### config.mk
export PLATFORM = sky130hd
export DESIGN_NAME = wwd_top
export DESIGN_NICKNAME = d
export VERILOG_FILES = /design/src/wwd_pkg.sv /design/src/wwd_trig_filter.sv /design/src/wwd_top.sv
export SDC_FILE = /design/constraint.sdc
export NUM_CORES = 1
export LEC_CHECK = 0
export ABC_AREA = 0
export BUFFER_PORTS_ARGS = -buffer_cell sky130_fd_sc_hd__buf_2
export CAP_MARGIN = 20
export CORE_ASPECT_RATIO = 0.6
export CORE_UTILIZATION = 60
export CTS_CLUSTER_SIZE = 10
export DETAILED_ROUTE_END_ITERATION = 10
export PLACE_DENSITY_LB_ADDON = 0.08
export SLEW_MARGIN = 20
export SYNTH_ARGS = -nofsm -noshare
export SYNTH_HDL_FRONTEND = slang
export SYNTH_SLANG_ARGS = --single-unit
### constraint.sdc
create_clock -name ref_clk_i -period 2.4 [get_ports ref_clk_i]
set_input_delay 0.36 -clock ref_clk_i [delete_from_list [all_inputs] [get_ports ref_clk_i]]
set_output_delay 0.36 -clock ref_clk_i [all_outputs]
set_load 0.01 [all_outputs]
### src/wwd_pkg.sv
// package: constants and types for the window watchdog supervisor
package wwd_pkg;
  // ==========================================================================
  // oscillator-period counts (both windows share one oscillator)
  // ==========================================================================
  localparam int unsigned LEAD_PERIODS = 3948;
  localparam int unsigned OPEN_PERIODS = 553;
  localparam int unsigned CLOSED_PERIODS = 527;
  localparam int unsigned CNT_W = 12;
  // ==========================================================================
  // times in their own units, and derived cycle counts at 25 MHz
  // ==========================================================================
  localparam int unsigned CLK_PERIOD_NS = 40;
  localparam int unsigned RESET_PULSE_US = 4000;
  localparam int unsigned TRIG_MIN_NS = 7000;
  localparam int unsigned RESET_PULSE_CYC = (RESET_PULSE_US * 1000) / CLK_PERIOD_NS;
  localparam int unsigned TRIG_MIN_CYC = (TRIG_MIN_NS + CLK_PERIOD_NS - 1) / CLK_PERIOD_NS;
  // fallback fault timeouts in fallback-oscillator ticks (plain defaults)
  localparam int unsigned FAULT_SHORT_TICKS = 1000;
  localparam int unsigned FAULT_OPEN_TICKS = 2000;
  // reset values
  localparam logic RST_OUT_LOW = 1'b0;
  typedef enum logic [1:0] {
    WWD_PIN_OK,
    WWD_PIN_SHORT,
    WWD_PIN_OPEN
  } wwd_pin_t;
  typedef enum logic [2:0] {
    WWD_ST_RESET,
    WWD_ST_LEAD,
    WWD_ST_CLOSED,
    WWD_ST_OPEN,
    WWD_ST_OFF
  } wwd_state_t;
endpackage : wwd_pkg

### src/wwd_trig_filter.sv
// trigger glitch filter and falling-edge detector
`timescale 1ns/1ps
`default_nettype none
module wwd_trig_filter #(
  parameter int unsigned MIN_CYC = wwd_pkg::TRIG_MIN_CYC
) (
  input wire logic clk_i,        // system clock
  input wire logic rst_n_i,      // synchronised reset, active low
  input wire logic trig_low_i,   // raw trigger, active low
  output logic fall_o            // one-cycle pulse on qualified falling edge
);
  import wwd_pkg::*;
  localparam int unsigned W = $clog2(MIN_CYC + 2);
  logic [W-1:0] low_cnt_q;
  logic filt_q;
  logic fall_q;
  // ==========================================================================
  // qualify low level only after it has held long enough
  // ==========================================================================
  always_ff @(posedge clk_i or negedge rst_n_i) begin
    if (!rst_n_i) begin
      low_cnt_q <= '0;
    end else if (trig_low_i) begin
      low_cnt_q <= '0;
    end else if (low_cnt_q <= W'(MIN_CYC)) begin
      low_cnt_q <= low_cnt_q + W'(1);
    end
  end
  // edge reported once pulse exceeds minimum; shorter glitches vanish
  always_ff @(posedge clk_i or negedge rst_n_i) begin
    if (!rst_n_i) begin
      filt_q <= 1'b1;
      fall_q <= 1'b0;
    end else begin
      fall_q <= filt_q && !trig_low_i && (low_cnt_q == W'(MIN_CYC));
      if (trig_low_i) begin
        filt_q <= 1'b1;
      end else if (low_cnt_q == W'(MIN_CYC)) begin
        filt_q <= 1'b0;
      end
    end
  end
  assign fall_o = fall_q;
endmodule : wwd_trig_filter
`default_nettype wire

### src/wwd_top.sv
// window watchdog supervisor with fail-safe fallback and undervoltage reset
//
// Contract
// - both windows counted from one oscillator
// - nominal lead, closed, open; reset 4 ms
// - bad timing pin: continual resets unless disabled
// - bad timing pin: use internal fallback oscillator
// - separate short and open fault timeouts
// - off bit applied only after two writes
// - undervoltage forces reset output low
// - first trigger within lead time, else reset
// - trigger in closed window resets at once
// - missed open window resets; trigger restarts
// - falling edge, glitches under 7 us rejected
`timescale 1ns/1ps
`default_nettype none
module wwd_top #(
  parameter int unsigned RESET_CYC = wwd_pkg::RESET_PULSE_CYC,
  parameter int unsigned LEAD_N = wwd_pkg::LEAD_PERIODS,
  parameter int unsigned CLOSED_N = wwd_pkg::CLOSED_PERIODS,
  parameter int unsigned OPEN_N = wwd_pkg::OPEN_PERIODS,
  parameter int unsigned SHORT_N = wwd_pkg::FAULT_SHORT_TICKS,
  parameter int unsigned OPEN_FAULT_N = wwd_pkg::FAULT_OPEN_TICKS
) (
  input wire logic ref_clk_i,             // 25 MHz clock
  input wire logic rst_n_i,               // async reset, active low
  input wire logic trigger_input_low_i,   // trigger from host, falling edge
  input wire logic osc_tick_i,            // one pulse per external-resistor oscillator period
  input wire logic fallback_tick_i,       // one pulse per internal fallback period
  input wire wwd_pkg::wwd_pin_t timing_resistor_pin_i, // timing pin health
  input wire logic divider_strap_pin_i,   // high at startup disables watchdog
  input wire logic cfg_frame_i,           // pulse: a configuration frame ended
  input wire logic watchdog_off_bit_i,    // off bit of that frame
  input wire logic undervolt_i,           // supply undervoltage level
  output logic reset_out_low_o,           // reset output level, active low
  output logic reset_out_low_oe_o,        // open drain: high while pulling low
  output logic wd_enabled_o               // watchdog supervising
);
  import wwd_pkg::*;
  localparam int unsigned RW = $clog2(RESET_CYC + 1);
  // ==========================================================================
  // reset synchroniser
  // ==========================================================================
  logic rs1_q, rs2_q;
  always_ff @(posedge ref_clk_i or negedge rst_n_i) begin
    if (!rst_n_i) begin
      rs1_q <= 1'b0;
      rs2_q <= 1'b0;
    end else begin
      rs1_q <= 1'b1;
      rs2_q <= rs1_q;
    end
  end
  wire logic rst_n = rs2_q;

  logic trig_fall;
  wwd_trig_filter #(.MIN_CYC(TRIG_MIN_CYC)) u_filt (
    .clk_i(ref_clk_i),
    .rst_n_i(rst_n),
    .trig_low_i(trigger_input_low_i),
    .fall_o(trig_fall)
  );
  // ==========================================================================
  // timebase: fallback oscillator takes over on a bad timing pin
  // ==========================================================================
  wire logic pin_bad = (timing_resistor_pin_i != WWD_PIN_OK);
  wire logic tick = pin_bad ? fallback_tick_i : osc_tick_i;

  // ==========================================================================
  // disable: strap caught at end of startup pulse, or double off write
  // ==========================================================================
  logic strap_off_q, cfg_off_q, off_seen_q, startup_q;
  always_ff @(posedge ref_clk_i or negedge rst_n) begin
    if (!rst_n) begin
      off_seen_q <= 1'b0;
      cfg_off_q <= 1'b0;
    end else if (cfg_frame_i) begin
      if (!watchdog_off_bit_i) begin
        off_seen_q <= 1'b0;
        cfg_off_q <= 1'b0;
      end else if (off_seen_q) begin
        cfg_off_q <= 1'b1;
      end else begin
        off_seen_q <= 1'b1;
      end
    end
  end
  // ==========================================================================
  // supervisor state machine
  // ==========================================================================
  wwd_state_t st_q;
  logic [RW-1:0] rcnt_q;
  logic [CNT_W-1:0] tcnt_q;
  logic [CNT_W-1:0] fcnt_q;
  wire logic wd_off = strap_off_q || cfg_off_q;
  wire logic rst_done = (rcnt_q == RW'(RESET_CYC - 1));

  function automatic logic [CNT_W-1:0] lim(input int unsigned n);
    lim = CNT_W'(n - 1);
  endfunction : lim

  wire logic [CNT_W-1:0] fault_lim =
    (timing_resistor_pin_i == WWD_PIN_SHORT) ? lim(SHORT_N) : lim(OPEN_FAULT_N);

  always_ff @(posedge ref_clk_i or negedge rst_n) begin
    if (!rst_n) begin
      startup_q <= 1'b1;
      strap_off_q <= 1'b0;
    end else if (startup_q && rst_done) begin
      startup_q <= 1'b0;
      strap_off_q <= divider_strap_pin_i;
    end
  end

  // ==========================================================================
  // reset pulse counter
  // ==========================================================================
  // held at zero during undervoltage: the pulse times only once supply is back
  always_ff @(posedge ref_clk_i or negedge rst_n) begin
    if (!rst_n) begin
      rcnt_q <= '0;
    end else if (st_q != WWD_ST_RESET || undervolt_i || rst_done) begin
      rcnt_q <= '0;
    end else begin
      rcnt_q <= rcnt_q + RW'(1);
    end
  end

  // ==========================================================================
  // fault timeout counter
  // ==========================================================================
  // triggers never clear it, so a bad pin keeps producing resets
  // even under a well-timed trigger stream
  always_ff @(posedge ref_clk_i or negedge rst_n) begin
    if (!rst_n) begin
      fcnt_q <= '0;
    end else if (!pin_bad || st_q == WWD_ST_RESET || st_q == WWD_ST_OFF) begin
      fcnt_q <= '0;
    end else if (tick) begin
      fcnt_q <= fcnt_q + CNT_W'(1);
    end
  end

  // ==========================================================================
  // window sequence
  // ==========================================================================
  always_ff @(posedge ref_clk_i or negedge rst_n) begin
    if (!rst_n) begin
      st_q <= WWD_ST_RESET;
      tcnt_q <= '0;
    end else begin
      if (tick) begin
        tcnt_q <= tcnt_q + CNT_W'(1);
      end
      case (st_q)
        WWD_ST_RESET: begin
          tcnt_q <= '0;
          if (!undervolt_i && rst_done) begin
            st_q <= (wd_off || (startup_q && divider_strap_pin_i)) ? WWD_ST_OFF : WWD_ST_LEAD;
          end
        end
        WWD_ST_LEAD: begin
          if (trig_fall) begin
            st_q <= WWD_ST_CLOSED;
            tcnt_q <= '0;
          end else if (tick && tcnt_q == lim(LEAD_N)) begin
            st_q <= WWD_ST_RESET;
          end
        end
        WWD_ST_CLOSED: begin
          if (trig_fall) begin
            st_q <= WWD_ST_RESET;
          end else if (tick && tcnt_q == lim(CLOSED_N)) begin
            st_q <= WWD_ST_OPEN;
            tcnt_q <= '0;
          end
        end
        WWD_ST_OPEN: begin
          if (trig_fall) begin
            st_q <= WWD_ST_CLOSED;
            tcnt_q <= '0;
          end else if (tick && tcnt_q == lim(OPEN_N)) begin
            st_q <= WWD_ST_RESET;
          end
        end
        WWD_ST_OFF: begin
          tcnt_q <= '0;
          if (undervolt_i) begin
            st_q <= WWD_ST_RESET;
          end
        end
        default: begin
          st_q <= WWD_ST_RESET;
        end
      endcase
      // fault timeout overrides trigger success: resets keep coming
      if (st_q != WWD_ST_RESET && st_q != WWD_ST_OFF) begin
        if (wd_off) begin
          st_q <= WWD_ST_OFF;
        end else if (undervolt_i) begin
          st_q <= WWD_ST_RESET;
        end else if (pin_bad && tick && fcnt_q >= fault_lim) begin
          st_q <= WWD_ST_RESET;
        end
      end
    end
  end
  // ==========================================================================
  // outputs
  // ==========================================================================
  logic rst_out_q;
  always_ff @(posedge ref_clk_i or negedge rst_n) begin
    if (!rst_n) begin
      rst_out_q <= RST_OUT_LOW;
    end else begin
      rst_out_q <= (st_q != WWD_ST_RESET) && !undervolt_i;
    end
  end
  assign reset_out_low_o = rst_out_q;
  assign reset_out_low_oe_o = !rst_out_q;
  assign wd_enabled_o = (st_q == WWD_ST_LEAD) || (st_q == WWD_ST_CLOSED) || (st_q == WWD_ST_OPEN);
endmodule : wwd_top
`default_nettype wire

Yosys cells after proc, flatten, opt, wreduce, memory -nomap -nowiden
Index checks and enable logic that the tools add are counted.
- add/subtract/negate cells: 4
- order comparisons: 2
- reductions and logical operators: 33
- equality and inequality tests: 12
- muxes and demuxes: 31
- operators with widths (cell ; count):
    two-way mux 12 bit ; 6
    two-way mux 3 bit ; 13
    case mux 12 bit (3 select lines) ; 1
    adder 12 x 1 -> 12 bit, second input constant ; 2
    == test 12 x 10 -> 1 bit, second input constant ; 2
    adder 17 x 1 -> 17 bit, second input constant ; 1
    == test 17 bit, second input constant ; 1
    two-way mux 17 bit ; 1
    two-way mux 8 bit ; 2
    case mux 3 bit (5 select lines) ; 1
    == test 12 bit, second input constant ; 1
    greater-or-equal comparator 12 x 11 -> 1 bit ; 1
    logical AND 1 bit ; 12
    two-way mux 11 bit ; 1
    adder 8 x 1 -> 8 bit, second input constant ; 1
    == test 8 bit, second input constant ; 1
    <= comparator 8 bit, second input constant ; 1
    logical OR 1 bit ; 8
    nonzero test 2 bit ; 4
    == test 3 x 2 -> 1 bit, second input constant ; 2
    two-way mux 1 bit ; 6
    zero test 1 bit ; 4
    OR reduction 2 bit ; 2
    == test 3 x 1 -> 1 bit, second input constant ; 1
    other kinds (7) ; 7
- output and inout port bits: 3
- input port bits: 11
- bits in registers: 61

Longest topological paths before layout
Gate-level depths: netlist of run 1.
- depth in word-level cells: 10
- mapped depth: 8

Modules after synthesis
From an unflattened synthesis of run 1, not the netlist that was laid out.
- cell total of the unflattened synthesis: 330
- area, all modules: 3175.5 µm²
- modules (own cells, without submodules) (module ; seq. area each (µm²) ; area an instance (µm²) ; times used ; cells an instance):
    wwd_top ; 1277.5 ; 2653.8 ; 1 ; 278
    wwd_trig_filter ; 251.5 ; 521.8 ; 1 ; 52

Worst setup path after synthesis of run 1
No wires, ideal clock.
- kind: register to register
- start: register tcnt_q[11]
- end: register st_q[0]
- buffers on the path: 0
- library setup time: 0.119 ns
- slack: 0.702 ns
- required time: 2.281 ns
- stages on the path, launching flop included: 6
- data arrival time: 1.580 ns
- cells stage by stage: dfrtp_1 or3b_1 or4_1 o41ai_1 a31oi_1 o21a_1
- longest elaborated chain between the ends: 9
- elaborated cells between the ends (all ways): 17
- those cells by class: eq/ne (3); mux (11); reduce/logical (3)
- ends and longest elaborated chain (what ; line ; source):
    start: declaration ; wwd_top.sv:93 ; logic [CNT_W-1:0] tcnt_q;
    start signal: assignment ; wwd_top.sv:153 ; tcnt_q <= tcnt_q + CNT_W'(1);
    == test 12 x 10 -> 1 bit, or another cell as far along ; wwd_top.sv:182 ; end else if (tick && tcnt_q == lim(OPEN_N)) begin
    logical AND 1 bit (on tied branches) ; wwd_top.sv:182, wwd_top.sv:166, wwd_top.sv:173 ;
    two-way mux 3 bit (on tied branches) ; wwd_top.sv:182, wwd_top.sv:166, wwd_top.sv:173 ;
    two-way mux 3 bit (on tied branches) ; wwd_top.sv:179, wwd_top.sv:163, wwd_top.sv:171 ;
    case mux 3 bit (5 select lines) (*) ; wwd_top.sv:155 ; case (st_q)
    two-way mux 3 bit ; wwd_top.sv:202 ; end else if (pin_bad && tick && fcnt_q >= fault_lim) begin
    two-way mux 3 bit ; wwd_top.sv:200 ; end else if (undervolt_i) begin
    two-way mux 3 bit ; wwd_top.sv:198 ; if (wd_off) begin
    two-way mux 3 bit (*) ; wwd_top.sv:197 ; if (st_q != WWD_ST_RESET && st_q != WWD_ST_OFF) begin
    end signal: assignment ; wwd_top.sv:159 ; st_q <= (wd_off || (startup_q && divider_strap_pin_i)) ? WWD_ST_OFF : WWD_ST_LEAD;
    end: declaration ; wwd_top.sv:91 ; wwd_state_t st_q;
Every way passes the cells marked *; elsewhere a longest branch is shown, timed or not.
A chain may end at the register's enable or synchronous reset.

Worst setup path in the final report of run 1
- start: register tcnt_q[11]
- end: register tcnt_q[4]
- longest elaborated chain between the ends: 5
- ends and longest elaborated chain (what ; line ; source):
    == test 12 x 10 -> 1 bit ; wwd_top.sv:173 ; end else if (tick && tcnt_q == lim(CLOSED_N)) begin
    logical AND 1 bit ; wwd_top.sv:173 ;
    two-way mux 12 bit ; wwd_top.sv:173 ;
    two-way mux 12 bit ; wwd_top.sv:171 ; if (trig_fall) begin
    case mux 12 bit (3 select lines) ; wwd_top.sv:155 ;
No other way between the ends.

==> impl_metrics.csv, run 1 <==
group,metric,value,unit
placed_design,dp_cells,394,
run_status,outcome,"finished, final reports clean",
route,route.detailed.drc,0,
grt,grt_pass1_wl,10100,um
logic_synthesis,synth_nets,342,
finish,num_antenna_cells,0,
sta,timing.hold.ws,0.222,ns
sta,max_freq,516,MHz
logic_synthesis,syn_avg_cell_area,9.78,um^2
clocking,clk_pin_slew_worst_paths,0.07,ns
logic_synthesis,synth_edf_count,0,
sta,slew_viol_final,0,
setup_path,crit_start,"tcnt_q[11]",
flow_run,max-cap-violations,0,
setup_path,crit_arrival,2.15,ns
grt,antenna_found_initial,0,
clocking,htree_num_levels,3,
sta,rsz0062_at_grt,"no",
finish,synthToLayoutAreaGrowth,10.8,%
placed_design,dp_hpwl,4140,um
setup_path,crit_fanout,12,
route,dr.pass1.iters,4,
finish,final_common_cell,"dfrtp_1",
setup_path,worstSetupPathType,"reg2reg",
sta,slew_headroom,0.569,
sta,clock_skew,0.00825,ns
min_path,hold_class,"in2reg",
logic_synthesis,yosysWarningCount,0,
clocking,cts_buffers,9,
grt,track_usage,0.244,
logic_synthesis,syn-cell-area,3150,um^2
route,vias,2316,
clocking,cts.sinks,61,
logic_synthesis,ys.flop_type,"dfrtp_1",
finish,drive_above_1_share,0.128,
sta,worstMarginPinSlew,0.646,ns
setup_path,crit_required,2.61,ns
logic_synthesis,async_reset_ff_frac,1.00,
route,drt_iter0_markers,155,
logic_synthesis,ys_ff_latch,61,
finish,instances_no_fill,411,
placed_design,gp_congestion,0.829,
clocking,cts_tree,"built",
die,top_level_ports,14,
finish,final_nets,360,
power,power.density,598,nW/um^2
route,ant_nets,0,
logic_synthesis,synth_cells,322,
sta,tns,0,ns
clocking,cts_setup_buffers,0,
grt,grt_overflow,0,
grt,grt_pass1_vias,2131,
grt,grt_max_degree,32,
setup_path,r2r-start,"tcnt_q[11]",
logic_synthesis,ys_types,49,
setup_path,worstRegToRegCells,5,
logic_synthesis,seq_area_frac_synth,0.485,
finish,final_core_utilization,0.690,
die,die-height,58.1,um
setup_path,r2r_end,"tcnt_q[4]",
route,wirelength,5900,um
sta,period_minus_slack,1.94,ns
setup_path,ff2ff_setup_slack,0.46,ns
die,start_util,0.623,
setup_path,start_kind,"flip-flop",
die,dieArea,5550,um^2
min_path,holdPathEnd,"cfg_off_q",
sta,setup_violations,0,
clocking,ctsRootBufferMaster,"clkbuf_8",
sta,finalCritPeriodShare,0.807,
power,ir_worst_vdd,0.376,mV
sta,finalHoldViolations,0,
die,rows,20,
die,core,5050,um^2
placed_design,io_buffers,13,
clocking,cts_buffer_depth,2,
die,die_w,95.6,um
finish,mostFrequentLayoutCells,"58 x dfrtp_1, 52 x nor2_1, 25 x nand2_1, 21 x xor2_1, 19 x xnor2_1",
min_path,worstHoldStart,"cfg_frame_i",
route,drt-wirelength-per-cell,14.4,um
clocking,clk_latency,0.34,ns
route,vias_per_cell,5.64,
setup_path,crit_path_end_kind,"flip-flop",
min_path,whs_path_depth,2,
power,p_leak,1.50,nW
[worst max-delay path by stage]
stage	cells after the start	end	slack (ns)
floorplan	0	cfg_off_q	0.58
global placement	6	tcnt_q[4]	0.41
detailed placement	6	tcnt_q[0]	0.36
CTS	5	tcnt_q[4]	0.47
global route	5	tcnt_q[9]	0.29
finish	5	tcnt_q[4]	0.46
[synth_stat cells (all sizes together), types with 2 or more instances]
cell type,n,area share
xnor2,19,0.053
and4bb,2,0.0079
and4,4,0.011
inv,11,0.013
or3b,3,0.0091
xor2,21,0.058
and2,3,0.0068
a21oi,7,0.011
dfstp,2,0.017
nor3,7,0.011
or3,2,0.0040
clkbuf,7,0.0083
nor4,6,0.021
mux2,3,0.011
buf,3,0.0068
a31oi,3,0.0060
nor4b,4,0.011
and3,13,0.026
nand3,18,0.029
dfrtp,59,0.47
nor2,52,0.062
nand2,25,0.030
nand4,13,0.026
o21ai,8,0.013
ha,9,0.036
[what timing repair did]
action / in CTS / in global routing
endpoints found under the hold margin: 2 / 0
hold buffers: 1 / 0
resized for setup: 0 / 0
[where the power goes]
group          total, mW  leakage [nW]  internal (mW)  switching [mW]
registers           1.08         0.830           1.05          0.0300
clock network      0.895        0.0964          0.505           0.390
logic              0.113         0.575         0.0449          0.0685
[cell families (layout without fill, tap and decap cells)]
family / after synthesis / after routing / synth area share
AO/OA/AOI/OAI: 27 / 27 / 0.0520
buffers and inverters: 21 / 44 / 0.0282
other: 1 / 1 / 0.00119
multiplexers: 4 / 4 / 0.0139
flip-flops: 61 / 61 / 0.485
AND/OR/NAND/NOR: 159 / 159 / 0.272
XOR/XNOR: 40 / 40 / 0.111
adder cells (fa/ha/maj): 9 / 9 / 0.0357
[critical path: stages (launching register included)]
cell	delay, ns
dfrtp_1	0.40
or3b_1	0.43
nor4_1	0.37
nand4_1	0.14
nand2_1	0.35
nor2_1	0.10
[sequential cells by signal, summed over array words and instances, names as in the netlist, 3 cells and up]
name,flops
st_q,3
fcnt_q,12
tcnt_q,12
rcnt_q,17
u_filt.low_cnt_q,8
[metal layers]
layer,track usage,vias up,share of wire
li1,-,1154,-
met1,0.366,1115,0.54
met2,0.337,35,0.42
met3,0.0722,12,0.031
met4,0.0789,0,0.014
met5,0,-,0
[layout make-up]
type / instances / area (um^2)
Timing Repair Buffer: 17 / 110
Fill cell: 409 / 1570
Inverter: 11 / 41.3
Clock inverter: 4 / 47.5
Clock buffer: 12 / 145
Multi-Input combinational cell: 240 / 1530
Sequential cell: 61 / 1530
Tap cell: 66 / 82.6
[metrics by stage]
step | instance area (um^2) | setup WS [ns] | power, mW
final | 3490 | 0.464 | 2.09
after global routing | 3490 | 0.289 | 2.17
after CTS | 3490 | 0.470 | 2.11
after detailed placement | 3290 | 0.357 | 1.21
after global placement | 3290 | 0.413 | 1.21
after floorplan | 3150 | 0.579 | 1.17
(Power assumes the default switching activity.)
==> run 2, diff against run 1 <==
Clock period 2.4 ns to 1.81 ns, I/O delays scaled along.
==> impl_metrics.csv, run 2 (synthesis gave the netlist of run 1 again) <==
group,metric,value,unit
route,vias,2418,
finish,num_antenna_cells,0,
placed_design,io_buffers,13,
finish,fill_cells,390,
grt,grt_max_degree,41,
finish,synthToLayoutAreaGrowth,15.4,%
sta,clock_skew,0.00840,ns
clocking,cts_buffer_depth,2,
sta,max_freq,574,MHz
setup_path,start_kind,"flip-flop",
route,wirelength,6340,um
grt,grt_pass1_vias,2177,
finish,largest_registers,"rcnt_q x17, fcnt_q x12, tcnt_q x12",
die,die-height,58.1,um
flow_run,max-cap-violations,0,
sta,slew_viol_final,0,
min_path,hold_class,"in2reg",
clocking,cts_tree,"built",
finish,largest_register,"rcnt_q",
route,vias_per_cell,5.69,
setup_path,crit_arrival,1.98,ns
die,rows,20,
power,p_leak,1.59,nW
die,core,5050,um^2
min_path,whs_path_depth,2,
route,route.detailed.drc,0,
die,die_w,95.6,um
clocking,clk_pin_slew_worst_paths,0.07,ns
clocking,htree_num_levels,3,
clocking,cts.sinks,61,
placed_design,gp_congestion,0.814,
finish,instances_no_fill,425,
setup_path,crit_path_end_kind,"flip-flop",
setup_path,worstRegToRegCells,5,
power,power.density,781,nW/um^2
sta,period_minus_slack,1.74,ns
grt,grt_overflow,0,
clocking,clk_latency,0.34,ns
sta,finalCritPeriodShare,0.963,
finish,largest_reg_flops,17,
finish,mostFrequentLayoutCells,"58 x dfrtp_1, 52 x nor2_1, 25 x nand2_1, 21 x xor2_1, 19 x xnor2_1",
die,top_level_ports,14,
sta,setup_violations,0,
finish,final_nets,374,
setup_path,crit_fanout,3,
die,start_util,0.623,
finish,final_common_cell,"dfrtp_1",
route,dr.pass1.iters,4,
route,drt_iter0_markers,145,
grt,grt_pass1_wl,10700,um
finish,drive_above_1_share,0.173,
grt,track_usage,0.260,
route,drt-wirelength-per-cell,14.9,um
setup_path,crit_required,2.05,ns
run_status,outcome,"finished, final reports clean",
die,dieArea,5550,um^2
power,ir_worst_vdd,0.582,mV
route,ant_nets,0,
clocking,ctsRootBufferMaster,"clkbuf_8",
setup_path,worstSetupPathType,"reg2reg",
sta,rsz0062_at_grt,"no",
sta,tns,0,ns
placed_design,dp_hpwl,4570,um
clocking,cts_buffers,9,
sta,finalHoldViolations,0,
sta,timing.hold.ws,0.135,ns
grt,antenna_found_initial,0,
placed_design,dp_cells,407,
run 2: cell types whose count changed in the layout (fill, tap and decap cells not counted), sizes merged:
cell	previous run	this run
buf	16	30
clkbuf	12	11
clkinvlp	1	2
run 2: final cells by class:
class | instances | area [um^2] | area share
Sequential cell | 61 | 1530 | 0.421
Timing Repair Buffer | 31 | 228 | 0.0626
Clock inverter | 5 | 58.8 | 0.0162
Multi-Input combinational cell | 240 | 1540 | 0.425
Clock buffer | 11 | 151 | 0.0416
Inverter | 11 | 41.3 | 0.0114
Tap cell | 66 | 82.6 | 0.0227
run 2: metrics by stage:
| step | power, mW | cell area, um^2 | utilization | setup WS, ns |
|---|---|---|---|---|
| floorplan | 1.55 | 3150 | - | 0.112 |
| global placement | 1.61 | 3400 | 0.672 | 0.0997 |
| detailed placement | 1.62 | 3400 | 0.672 | 0.0420 |
| CTS | 2.87 | 3620 | 0.716 | 0.0526 |
| global route | 2.95 | 3640 | 0.719 | 0.00852 |
| finish | 2.84 | 3640 | 0.719 | 0.0672 |
run 2: per-layer routing:
metal,global-route usage,share of wire,up-vias
li1,-,-,1176
met1,0.408,0.52,1185
met2,0.344,0.42,50
met3,0.0722,0.049,7
met4,0.0768,0.0098,0
met5,0,0,-
run 2: worst max-delay path, stage by stage, from the launching register on:
cell,delay [ns]
dfrtp_1,0.40
or3b_1,0.37
or4_4,0.49
o41ai_2,0.07
a31oi_1,0.12
o21a_1,0.19
run 2: power breakdown:
group          switching [mW]  internal [mW]  total (mW)  leakage, nW
registers              0.0372           1.39        1.43        0.830
clock network           0.542          0.710        1.25        0.102
logic                  0.0977         0.0653       0.163        0.660
total                   0.677           2.16        2.84         1.59
run 2: path summary, 6_finish.rpt:
kind	end	start	slack (ns)
max in group asynchronous	startup_q	rs2_q	0.99
min	cfg_off_q	cfg_frame_i	0.14
max	st_q[0]	tcnt_q[10]	0.07
min reg2reg	tcnt_q[7]	rs2_q	0.21
max reg2reg	st_q[0]	tcnt_q[10]	0.07
min in group asynchronous	tcnt_q[7]	rs2_q	0.21
run 2: repair_timing:
action	4_1_cts	5_1_grt
endpoints found under the hold margin	2	0
setup endpoints to repair	0	1
hold buffers	1	0
setup buffers	0	1
gates resized for setup	0	2
